File: config.mk
export PLATFORM = sky130hd
export DESIGN_NAME = pcacc_engine
export DESIGN_NICKNAME = d
export VERILOG_FILES = /design/src/rtl/pcacc_pkg.sv /design/src/rtl/pcacc_mult.sv /design/src/rtl/pcacc_engine.sv
export VERILOG_INCLUDE_DIRS = /design/src /design/src/rtl
export SDC_FILE = /design/constraint.sdc
export NUM_CORES = 2
export LEC_CHECK = 0
export BUFFER_PORTS_ARGS = -buffer_cell sky130_fd_sc_hd__buf_2
export CAP_MARGIN = 20
export CORE_MARGIN = 4
export CORE_UTILIZATION = 59
export CTS_CLUSTER_SIZE = 14
export DETAILED_ROUTE_END_ITERATION = 8
export GPL_ROUTABILITY_DRIVEN = 0
export PLACE_DENSITY = 0.79
export SYNTH_ARGS = -nofsm -noshare
export SYNTH_HDL_FRONTEND = slang
export SYNTH_SLANG_ARGS = --single-unit
File: constraint.sdc
create_clock -name clk -period 6.3 [get_ports clk]
set_input_delay 0.315 -clock clk [delete_from_list [all_inputs] [get_ports clk]]
set_output_delay 0.315 -clock clk [all_outputs]
set_load 0.03 [all_outputs]
File: src/rtl/pcacc_params.svh
// constants of the power calculation and averaging engine
// Functional notes
// RULE_01 - current and power computed only after shunt and bus samples both arrived
// RULE_02 - power multiplies previously computed current with latest bus sample
// RULE_03 - zero shunt calibration forces reported power to zero
// RULE_04 - with averaging above one, per-sample results stay in the accumulator
// RULE_05 - each sample's current and power are added until count reached
// RULE_06 - averaged current and power load into outputs in one update
// RULE_07 - arithmetic runs beside conversion and never stalls the sequencer
// RULE_08 - shunt, bus and temperature samples arrive one at a time
// RULE_09 - serial port works with chip select held low permanently
// RULE_10 - averaging count programmable from 1 up to 1024 samples
// RULE_11 - one averaging count applies to every enabled input
// RULE_12 - accumulator cleared at the start of every averaging block
`ifndef PCACC_PARAMS_SVH
`define PCACC_PARAMS_SVH
`define PCACC_SAMPLE_W 16
`define PCACC_CAL_W 15
`define PCACC_CUR_W 16
`define PCACC_PWR_W 24
`define PCACC_AVG_SEL_W 3
`define PCACC_ACC_W 34
`define PCACC_CNT_W 11
`define PCACC_SHIFT_W 4
`endif

File: src/rtl/pcacc_pkg.sv
// types of the power calculation engine
`default_nettype none
`include "pcacc_params.svh"
package pcacc_pkg;
   typedef enum logic [3:0] {
      PCACC_IDLE = 4'h1,
      PCACC_CUR = 4'h2,
      PCACC_PWR = 4'h4,
      PCACC_ACC = 4'h8
   } pcacc_state_t;
   typedef enum logic [1:0] {
      PCACC_CH_SHUNT = 2'h0,
      PCACC_CH_BUS = 2'h1,
      PCACC_CH_TEMP = 2'h2
   } pcacc_chan_t;
endpackage
`default_nettype wire

File: src/rtl/pcacc_mult.sv
// registered signed by unsigned multiplier with truncating right shift
`default_nettype none
`include "pcacc_params.svh"
module pcacc_mult #(
   parameter int AW = 16,
   parameter int BW = 16,
   parameter int PW = 24,
   parameter int SH = 0
) (
   // clock and reset
   input wire logic clk,
   input wire logic rst_n,
   // operands
   input wire logic signed [AW-1:0] a,
   input wire logic [BW-1:0] b,
   // product
   output logic signed [PW-1:0] p
);
   wire logic signed [AW+BW:0] prod;
   assign prod = a * $signed({1'b0, b});
   always_ff @(posedge clk) begin
      if (!rst_n) begin
         p <= '0;
      end else begin
         p <= PW'(prod >>> SH);
      end
   end
endmodule // pcacc_mult

File: src/rtl/pcacc_engine.sv
// background current and power calculation with sample averaging
`default_nettype none
`include "pcacc_params.svh"
module pcacc_engine (
   // clock and reset
   input wire logic clk,
   input wire logic rst_n,
   // configuration
   input wire logic [`PCACC_AVG_SEL_W-1:0] avg_sel,
   input wire logic [`PCACC_CAL_W-1:0] shunt_cal,
   input wire logic restart,
   // converter samples, one per pulse
   input wire logic smp_vld,
   input wire logic [1:0] smp_chan,
   input wire logic signed [`PCACC_SAMPLE_W-1:0] smp_data,
   // results
   output logic signed [`PCACC_CUR_W-1:0] current_r,
   output logic [`PCACC_PWR_W-1:0] power_r,
   output logic result_upd_r
);
   // ****************************************
   // decoding
   // ****************************************
   function automatic logic [`PCACC_SHIFT_W-1:0] avg_shift(input logic [2:0] sel);
      unique case (sel)
         3'h0: avg_shift = 4'h0;
         3'h1: avg_shift = 4'h2;
         3'h2: avg_shift = 4'h4;
         3'h3: avg_shift = 4'h6;
         3'h4: avg_shift = 4'h7;
         3'h5: avg_shift = 4'h8;
         3'h6: avg_shift = 4'h9;
         default: avg_shift = 4'ha;
      endcase
   endfunction

   wire logic [`PCACC_SHIFT_W-1:0] shift;
   wire logic [`PCACC_CNT_W-1:0] n_avg;
   wire logic shunt_in, bus_in;
   wire logic go;
   pcacc_pkg::pcacc_state_t st_r, st_nxt;
   assign shift = avg_shift(avg_sel); // see RULE_10 see RULE_11
   assign n_avg = `PCACC_CNT_W'(1) << shift;
   // samples come one at a time from a single converter
   assign shunt_in = smp_vld && (smp_chan == pcacc_pkg::PCACC_CH_SHUNT); // see RULE_08
   assign bus_in = smp_vld && (smp_chan == pcacc_pkg::PCACC_CH_BUS); // see RULE_08

   // ****************************************
   // sample capture
   // ****************************************
   logic signed [`PCACC_SAMPLE_W-1:0] shunt_r;
   logic [`PCACC_SAMPLE_W-1:0] bus_r;
   logic have_shunt_r, have_bus_r;
   // a sample landing during a pass is kept for the next pass
   always_ff @(posedge clk) begin
      if (!rst_n || restart) begin
         shunt_r <= '0;
         bus_r <= '0;
         have_shunt_r <= 1'b0;
         have_bus_r <= 1'b0;
      end else begin
         if (shunt_in) begin
            shunt_r <= smp_data;
         end
         if (bus_in) begin
            bus_r <= smp_data[`PCACC_SAMPLE_W-1:0];
         end
         have_shunt_r <= shunt_in ? 1'b1 : (go ? 1'b0 : have_shunt_r);
         have_bus_r <= bus_in ? 1'b1 : (go ? 1'b0 : have_bus_r);
      end
   end
   // wait for both samples of the present cycle
   assign go = have_shunt_r && have_bus_r && (st_r == pcacc_pkg::PCACC_IDLE); // see RULE_01

   // ****************************************
   // arithmetic pipeline
   // ****************************************
   // both multipliers run every cycle; the state machine only picks when to take them
   logic signed [`PCACC_CUR_W-1:0] cur_calc;
   logic signed [`PCACC_PWR_W-1:0] pwr_calc;
   logic signed [`PCACC_CUR_W-1:0] cur_prev_r;
   pcacc_mult #(.AW(`PCACC_SAMPLE_W), .BW(`PCACC_CAL_W), .PW(`PCACC_CUR_W), .SH(11)) u_cur (
      .clk(clk),
      .rst_n(rst_n),
      .a(shunt_r),
      .b(shunt_cal),
      .p(cur_calc)
   );
   // power uses the current from the previous step and the newest bus sample
   pcacc_mult #(.AW(`PCACC_CUR_W), .BW(`PCACC_SAMPLE_W), .PW(`PCACC_PWR_W), .SH(4)) u_pwr (
      .clk(clk),
      .rst_n(rst_n),
      .a(cur_prev_r),
      .b(bus_r),
      .p(pwr_calc)
   ); // see RULE_02

   always_comb begin
      st_nxt = st_r;
      unique case (st_r)
         pcacc_pkg::PCACC_IDLE: begin
            if (go) begin
               st_nxt = pcacc_pkg::PCACC_CUR;
            end
         end
         pcacc_pkg::PCACC_CUR: begin
            st_nxt = pcacc_pkg::PCACC_PWR;
         end
         pcacc_pkg::PCACC_PWR: begin
            st_nxt = pcacc_pkg::PCACC_ACC;
         end
         pcacc_pkg::PCACC_ACC: begin
            st_nxt = pcacc_pkg::PCACC_IDLE;
         end
         default: begin
            st_nxt = pcacc_pkg::PCACC_IDLE;
         end
      endcase
   end

   // ****************************************
   // accumulation and output update
   // ****************************************
   logic signed [`PCACC_ACC_W-1:0] acc_cur_r;
   logic [`PCACC_ACC_W-1:0] acc_pwr_r;
   logic [`PCACC_CNT_W-1:0] cnt_r;
   wire logic acc_step, last;
   wire logic signed [`PCACC_ACC_W-1:0] cur_sum;
   wire logic [`PCACC_ACC_W-1:0] pwr_sum;
   wire logic [`PCACC_PWR_W-1:0] pwr_abs;
   assign acc_step = (st_r == pcacc_pkg::PCACC_ACC);
   // sign dropped: reported power is a magnitude
   assign pwr_abs = pwr_calc[`PCACC_PWR_W-1] ? `PCACC_PWR_W'(-pwr_calc) : pwr_calc;
   // first sample of a block overwrites, so nothing from the last block carries
   assign cur_sum = (cnt_r == '0 ? '0 : acc_cur_r) + `PCACC_ACC_W'(cur_calc); // see RULE_12
   assign pwr_sum = (cnt_r == '0 ? '0 : acc_pwr_r) + `PCACC_ACC_W'(pwr_abs); // see RULE_05
   // lowering avg_sel inside a block needs restart, else the count overshoots its end
   assign last = (cnt_r + `PCACC_CNT_W'(1)) == n_avg; // see RULE_04

   always_ff @(posedge clk) begin
      if (!rst_n) begin
         st_r <= pcacc_pkg::PCACC_IDLE;
         cur_prev_r <= '0;
      end else begin
         st_r <= restart ? pcacc_pkg::PCACC_IDLE : st_nxt;
         if (st_r == pcacc_pkg::PCACC_PWR) begin
            cur_prev_r <= cur_calc;
         end
      end
   end

   always_ff @(posedge clk) begin
      if (!rst_n || restart) begin
         acc_cur_r <= '0;
         acc_pwr_r <= '0;
         cnt_r <= '0;
      end else if (acc_step) begin
         acc_cur_r <= cur_sum; // see RULE_05
         acc_pwr_r <= pwr_sum;
         cnt_r <= last ? '0 : cnt_r + `PCACC_CNT_W'(1); // see RULE_12
      end
   end

   // independent of conversion: sequencer is never stalled
   // results stand until the next block end, so an unframed read is always valid
   always_ff @(posedge clk) begin // see RULE_09
      if (!rst_n) begin
         current_r <= '0;
         power_r <= '0;
         result_upd_r <= 1'b0;
      end else begin
         result_upd_r <= acc_step && last; // see RULE_07
         if (acc_step && last) begin
            current_r <= `PCACC_CUR_W'(cur_sum >>> shift); // see RULE_06
            power_r <= (shunt_cal == '0) ? '0 : `PCACC_PWR_W'(pwr_sum >> shift); // see RULE_03
         end
      end
   end
endmodule // pcacc_engine
`default_nettype wire

==> results.txt <==
- The tree built by TritonCTS fans out to 206 sinks.
- Drt first-iter violations: 2,325
- For the worst setup path, the data arrival time is 6.44 ns.
- Critical Path Source Type: flop
- In this run the mean area of a mapped cell was 8.10 um2.
- Final standard cell count with taps included and fillers excluded: 4,328
* Pint: 2.31 mW
* Boundary Pins: 81
- Count of vias placed by the detailed router: 25,600
- The die is 232 um tall.
- Type of the tightest min-delay check: input port to flop
- For this run, design rule violations remaining after detail routing come to 0.
- After technology mapping, the gate count stands at 3,655.
- Capture instance of the worst register-to-register path: u_pwr.p[22]
- The via count of the first global-routing pass was 25,400.
- The floorplan step defined a die boundary enclosing 53,800 um2.
- Following the worst setup path forward leads to its endpoint at u_pwr.p[22].
* Critical Path Slowest Stage Cell: sky130_fd_sc_hd__fa_1
- The routed design has 79,500 um of wire.
* Share of power burned in the clock network: 45.0%
* Switching part of the total power: 29.1%
- Traced cell by cell, the critical path runs through buf_4, and2_1, fa_1, inv_1, fa_1, fa_1, inv_1, fa_1, fa_1, inv_1, fa_1, inv_1, ha_1, and2_1, a21boi_0, a211oi_2, o31ai_1, nor3_1, o31ai_1, xnor2_1, nor2_1.
* Critical path's largest stage delay: 0.54 ns
* Worst skew pair latency: 0.56 ns
- The HPWL after detailed placement is 62,400 um.
- Worst Max-Slew Pin Slew: 1.16 ns
- Buffers from clock root to sink, at most: 3
- Counting the fill cells in the layout gives 4,226.
- The number of different library cells used by synthesis comes to 94.
- The synthesized design contains 206 register bits.
- Share of power burned in combinational logic: 14.1%
- Headroom to the max-slew limit came out at 22.5%.
* Final setup fails: 0
* WS Path Type: flop to flop
- Period utilisation layout: 95.6%
* CTS H-tree lvls: 1
- Register-to-register setup slack: 0.27 ns
* Switching power: 0.949 mW
* Count of input and output buffers: 80
- In the final routed layout, each cell accounts on average for 18.4 um.
- Remaining global-route overflow: 0
- Top flip-flop cell by instance count after synthesis: sky130_fd_sc_hd__dfxtp_1
* Fin. max-slew vios: 0
- The floorplan has 81 rows.
- From left edge to right edge, the die measures 232 um.
- In this design, the critical path's most frequently occurring cell is sky130_fd_sc_hd__fa_1.
* Power Dens Cells: 103 nW/um2
- Syn nets: 4,306
- Count of placed standard cells including taps: 4,280
* Critical path endpoint category: flop
- Cell area after placement: 30,700 um2
* Number of enable flip-flop cells after synthesis: 0
* Share of the yosys chip area belonging to registers: 13.9%
- Post-synth design cell area: 29,600 um2
* Run status: completed
* Minimum setup slack after placement: 0.148 ns
- Worst Setup Slack, final: 0.274 ns
- Clock buffers created by TritonCTS: 24
- Clock tree root buffer cell: sky130_fd_sc_hd__clkbuf_16
* Clock tree from TritonCTS: done
- In this run the static leakage power is 14.7 nW.
* Origin of the worst setup path: bus_r[10]
* Number of warning messages in the yosys log: 0
- Synthesis-to-finish area growth: 6.58%
- Reg-to-reg startpoint: bus_r[10]
- Highest achievable clock rate: 166 MHz
- Post-route cell area: 31,600 um2
- Of all nets on the critical path, the largest fanout is 12.
- Number of vias per cell: 5.90
* Share of layout cells above drive strength 1: 7.65%
- Final antenna-violating net count: 0
- The number of antenna violations at the first check in global routing is 6.
* Hold buffers post-CTS: 0
* Share of total power in sequential cells: 40.9%
- Cells on worst reg2reg path: 21
- Entering global routing, the biggest net connects 92 pins.
* Setup TNS Final: 0 ns
- For the finished layout, the period the worst path requires is 6.03 ns.
- Wire length of the first global-routing pass: 132,000 um
* Max-cap check violation count: 0
* Total iterations of the first detailed-routing run: 8
- NumNets Final: 4,294
* Setup repair after global routing missed its margin: false
* Std-Cell Core Area: 49,300 um2
* Global Route Usage Sum: 29.8%
* Largest clock skew in the final design: 0.0418 ns
* Worst path required time: 6.71 ns
- Initial Util: 60.1%
- Clock slew seen by the registers of the worst setup and hold paths: 0.06 ns
- The number of hold-slack violations in the final timing report is 0.
- Of all flip-flops after synthesis, the portion carrying an async set or reset was 0%.
- IR analysis of the VDD net gives a maximum drop of 0.000237 V.
## per-layer routing
layer | part of all wire, % | vias up | wire length (um) | GRT usage (%)
li1 | - | 11800 | - | -
met1 | 41 | 12300 | 32600 | 40.7
met2 | 46 | 1228 | 36700 | 48.9
met3 | 8.2 | 240 | 6540 | 4.05
met4 | 4.4 | 6 | 3500 | 10.9
met5 | 0.043 | - | 34 | 0
## sequential cells by signal, summed over array words and instances, names as in the netlist, 4 cells and up
signal      cells
st_r            4
cnt_r          11
u_pwr.p        24
cur_prev_r     16
bus_r          16
power_r        24
shunt_r        16
u_cur.p        16
current_r      16
acc_cur_r      26
acc_pwr_r      34
## worst max-delay path: cells and delay by family (launching register included)
kind / cells / cell delay, ns
adders and majority gates: 7 / 3.15
buffers and inverters: 5 / 0.50
and+or+nand+nor: 4 / 0.54
DFF: 1 / 0.49
xor gates and xnor gates: 1 / 0.17
AOI/OAI and AO/OA: 4 / 1.04
## synthesized netlist by cell type, types with 9 or more instances
master	instances	area share, %
sky130_fd_sc_hd__a21oi_1	220	3.7
sky130_fd_sc_hd__mux2i_1	26	0.88
sky130_fd_sc_hd__a31oi_1	14	0.30
sky130_fd_sc_hd__nor4_1	13	0.27
sky130_fd_sc_hd__buf_1	10	0.13
sky130_fd_sc_hd__a21o_1	41	1.0
sky130_fd_sc_hd__ha_1	212	9.0
sky130_fd_sc_hd__dfxtp_1	206	14
sky130_fd_sc_hd__o31ai_1	17	0.43
sky130_fd_sc_hd__o21a_1	18	0.46
sky130_fd_sc_hd__o21ai_0	91	1.5
sky130_fd_sc_hd__o211ai_1	32	0.81
sky130_fd_sc_hd__and2_1	292	6.2
sky130_fd_sc_hd__nand2_1	570	7.2
sky130_fd_sc_hd__xor2_1	42	1.2
sky130_fd_sc_hd__mux2_2	11	0.42
sky130_fd_sc_hd__or3_1	15	0.32
sky130_fd_sc_hd__nand3_1	41	0.69
sky130_fd_sc_hd__o21bai_1	13	0.33
sky130_fd_sc_hd__nand4_1	17	0.36
sky130_fd_sc_hd__a2111oi_0	10	0.30
sky130_fd_sc_hd__o21ai_1	10	0.17
sky130_fd_sc_hd__or2_2	10	0.21
sky130_fd_sc_hd__clkbuf_1	165	2.1
sky130_fd_sc_hd__a211o_1	12	0.35
sky130_fd_sc_hd__xnor2_1	90	2.7
sky130_fd_sc_hd__o22ai_1	11	0.23
sky130_fd_sc_hd__fa_1	399	27
sky130_fd_sc_hd__or4_1	9	0.23
sky130_fd_sc_hd__nor3_1	47	0.79
sky130_fd_sc_hd__nor2_1	216	2.7
sky130_fd_sc_hd__inv_1	513	6.5
sky130_fd_sc_hd__and3_1	19	0.40
sky130_fd_sc_hd__a211oi_1	34	0.86
sky130_fd_sc_hd__nand2b_1	24	0.51
sky130_fd_sc_hd__a22oi_1	12	0.30
sky130_fd_sc_hd__buf_2	16	0.27
## cell families after synthesis
group | after synthesis | share of synthesized area (%)
adder cells (fa/ha/maj) | 611 | 35.9
AO/OA/AOI/OAI | 637 | 14.1
multiplexers | 45 | 1.91
XOR/XNOR | 132 | 3.90
flip-flops | 206 | 13.9
AND/OR/NAND/NOR | 1313 | 21.1
buffers and inverters | 711 | 9.11
## power by group through the flow
stage / combinational [mW] / sequential, mW / clock [mW]
after floorplan: 0.315 / 1.35 / 0
after global placement: 0.437 / 1.36 / 0
after detailed placement: 0.444 / 1.36 / 0
after CTS: 0.447 / 1.33 / 1.49
after global routing: 0.502 / 1.33 / 1.54
final: 0.460 / 1.34 / 1.47
## worst min path at each step
stage	startpoint	endpoint	slack [ns]	depth (start not counted)
floorplan	acc_cur_r[0]	acc_cur_r[0]	0.43	2
global route	smp_data[2]	bus_r[2]	0.04	3
global placement	power_r[8]	power_r[8]	0.43	2
CTS	smp_data[13]	shunt_r[13]	0.03	3
detailed placement	power_r[3]	power_r[3]	0.44	2
finish	smp_data[2]	bus_r[2]	0.04	3
## placed cells by master (no fill, tap or decap), drive strengths merged, types with 13 or more instances in the layout
master and instances:
mux2i 26, and3 19, o21bai 13, inv 516
buf 157, o211ai 33, and2 294, ha 212
dfxtp 206, nor2 217, xnor2 90, a2111oi 15
clkbuf 26, nand3 43, nand4 18, nor3 50
or3 15, nor4 13, a31oi 14, a21o 41
fa 399, o31ai 17, a21oi 221, nand2b 24
nand2 570, o21a 18, a211oi 36, xor2 42
o21ai 101
## cell type report
cell class              count  area, um2  share of cell area, %
clock buffers              26        618                   1.96
diodes                      3       7.51                 0.0238
multi-input cells        2738      22800                   72.3
clock inverters            18        214                  0.678
flip-flops and latches    206       4150                   13.1
inverters                 516       1940                   6.14
well taps                 664        831                   2.63
repair buffers            157        982                   3.11
## stage by stage
step / total power, mW / hold slack [ns] / utilization, %
5_1_grt: 3.37 / 0.0372 / 64.1
3_5_place_dp: 1.81 / 0.441 / 62.3
2_1_floorplan: 1.66 / 0.432 / -
4_1_cts: 3.27 / 0.0285 / 64.0
6_report: 3.26 / 0.0359 / 64.1
3_3_place_gp: 1.80 / 0.433 / 62.3
## what timing repair did
action | in CTS | in global routing
gates resized for setup | 0 | 18
endpoints found under the setup margin | 0 | 7
buffers inserted | 0 | 0
Note: power is estimated with default switching activity, not from simulation.
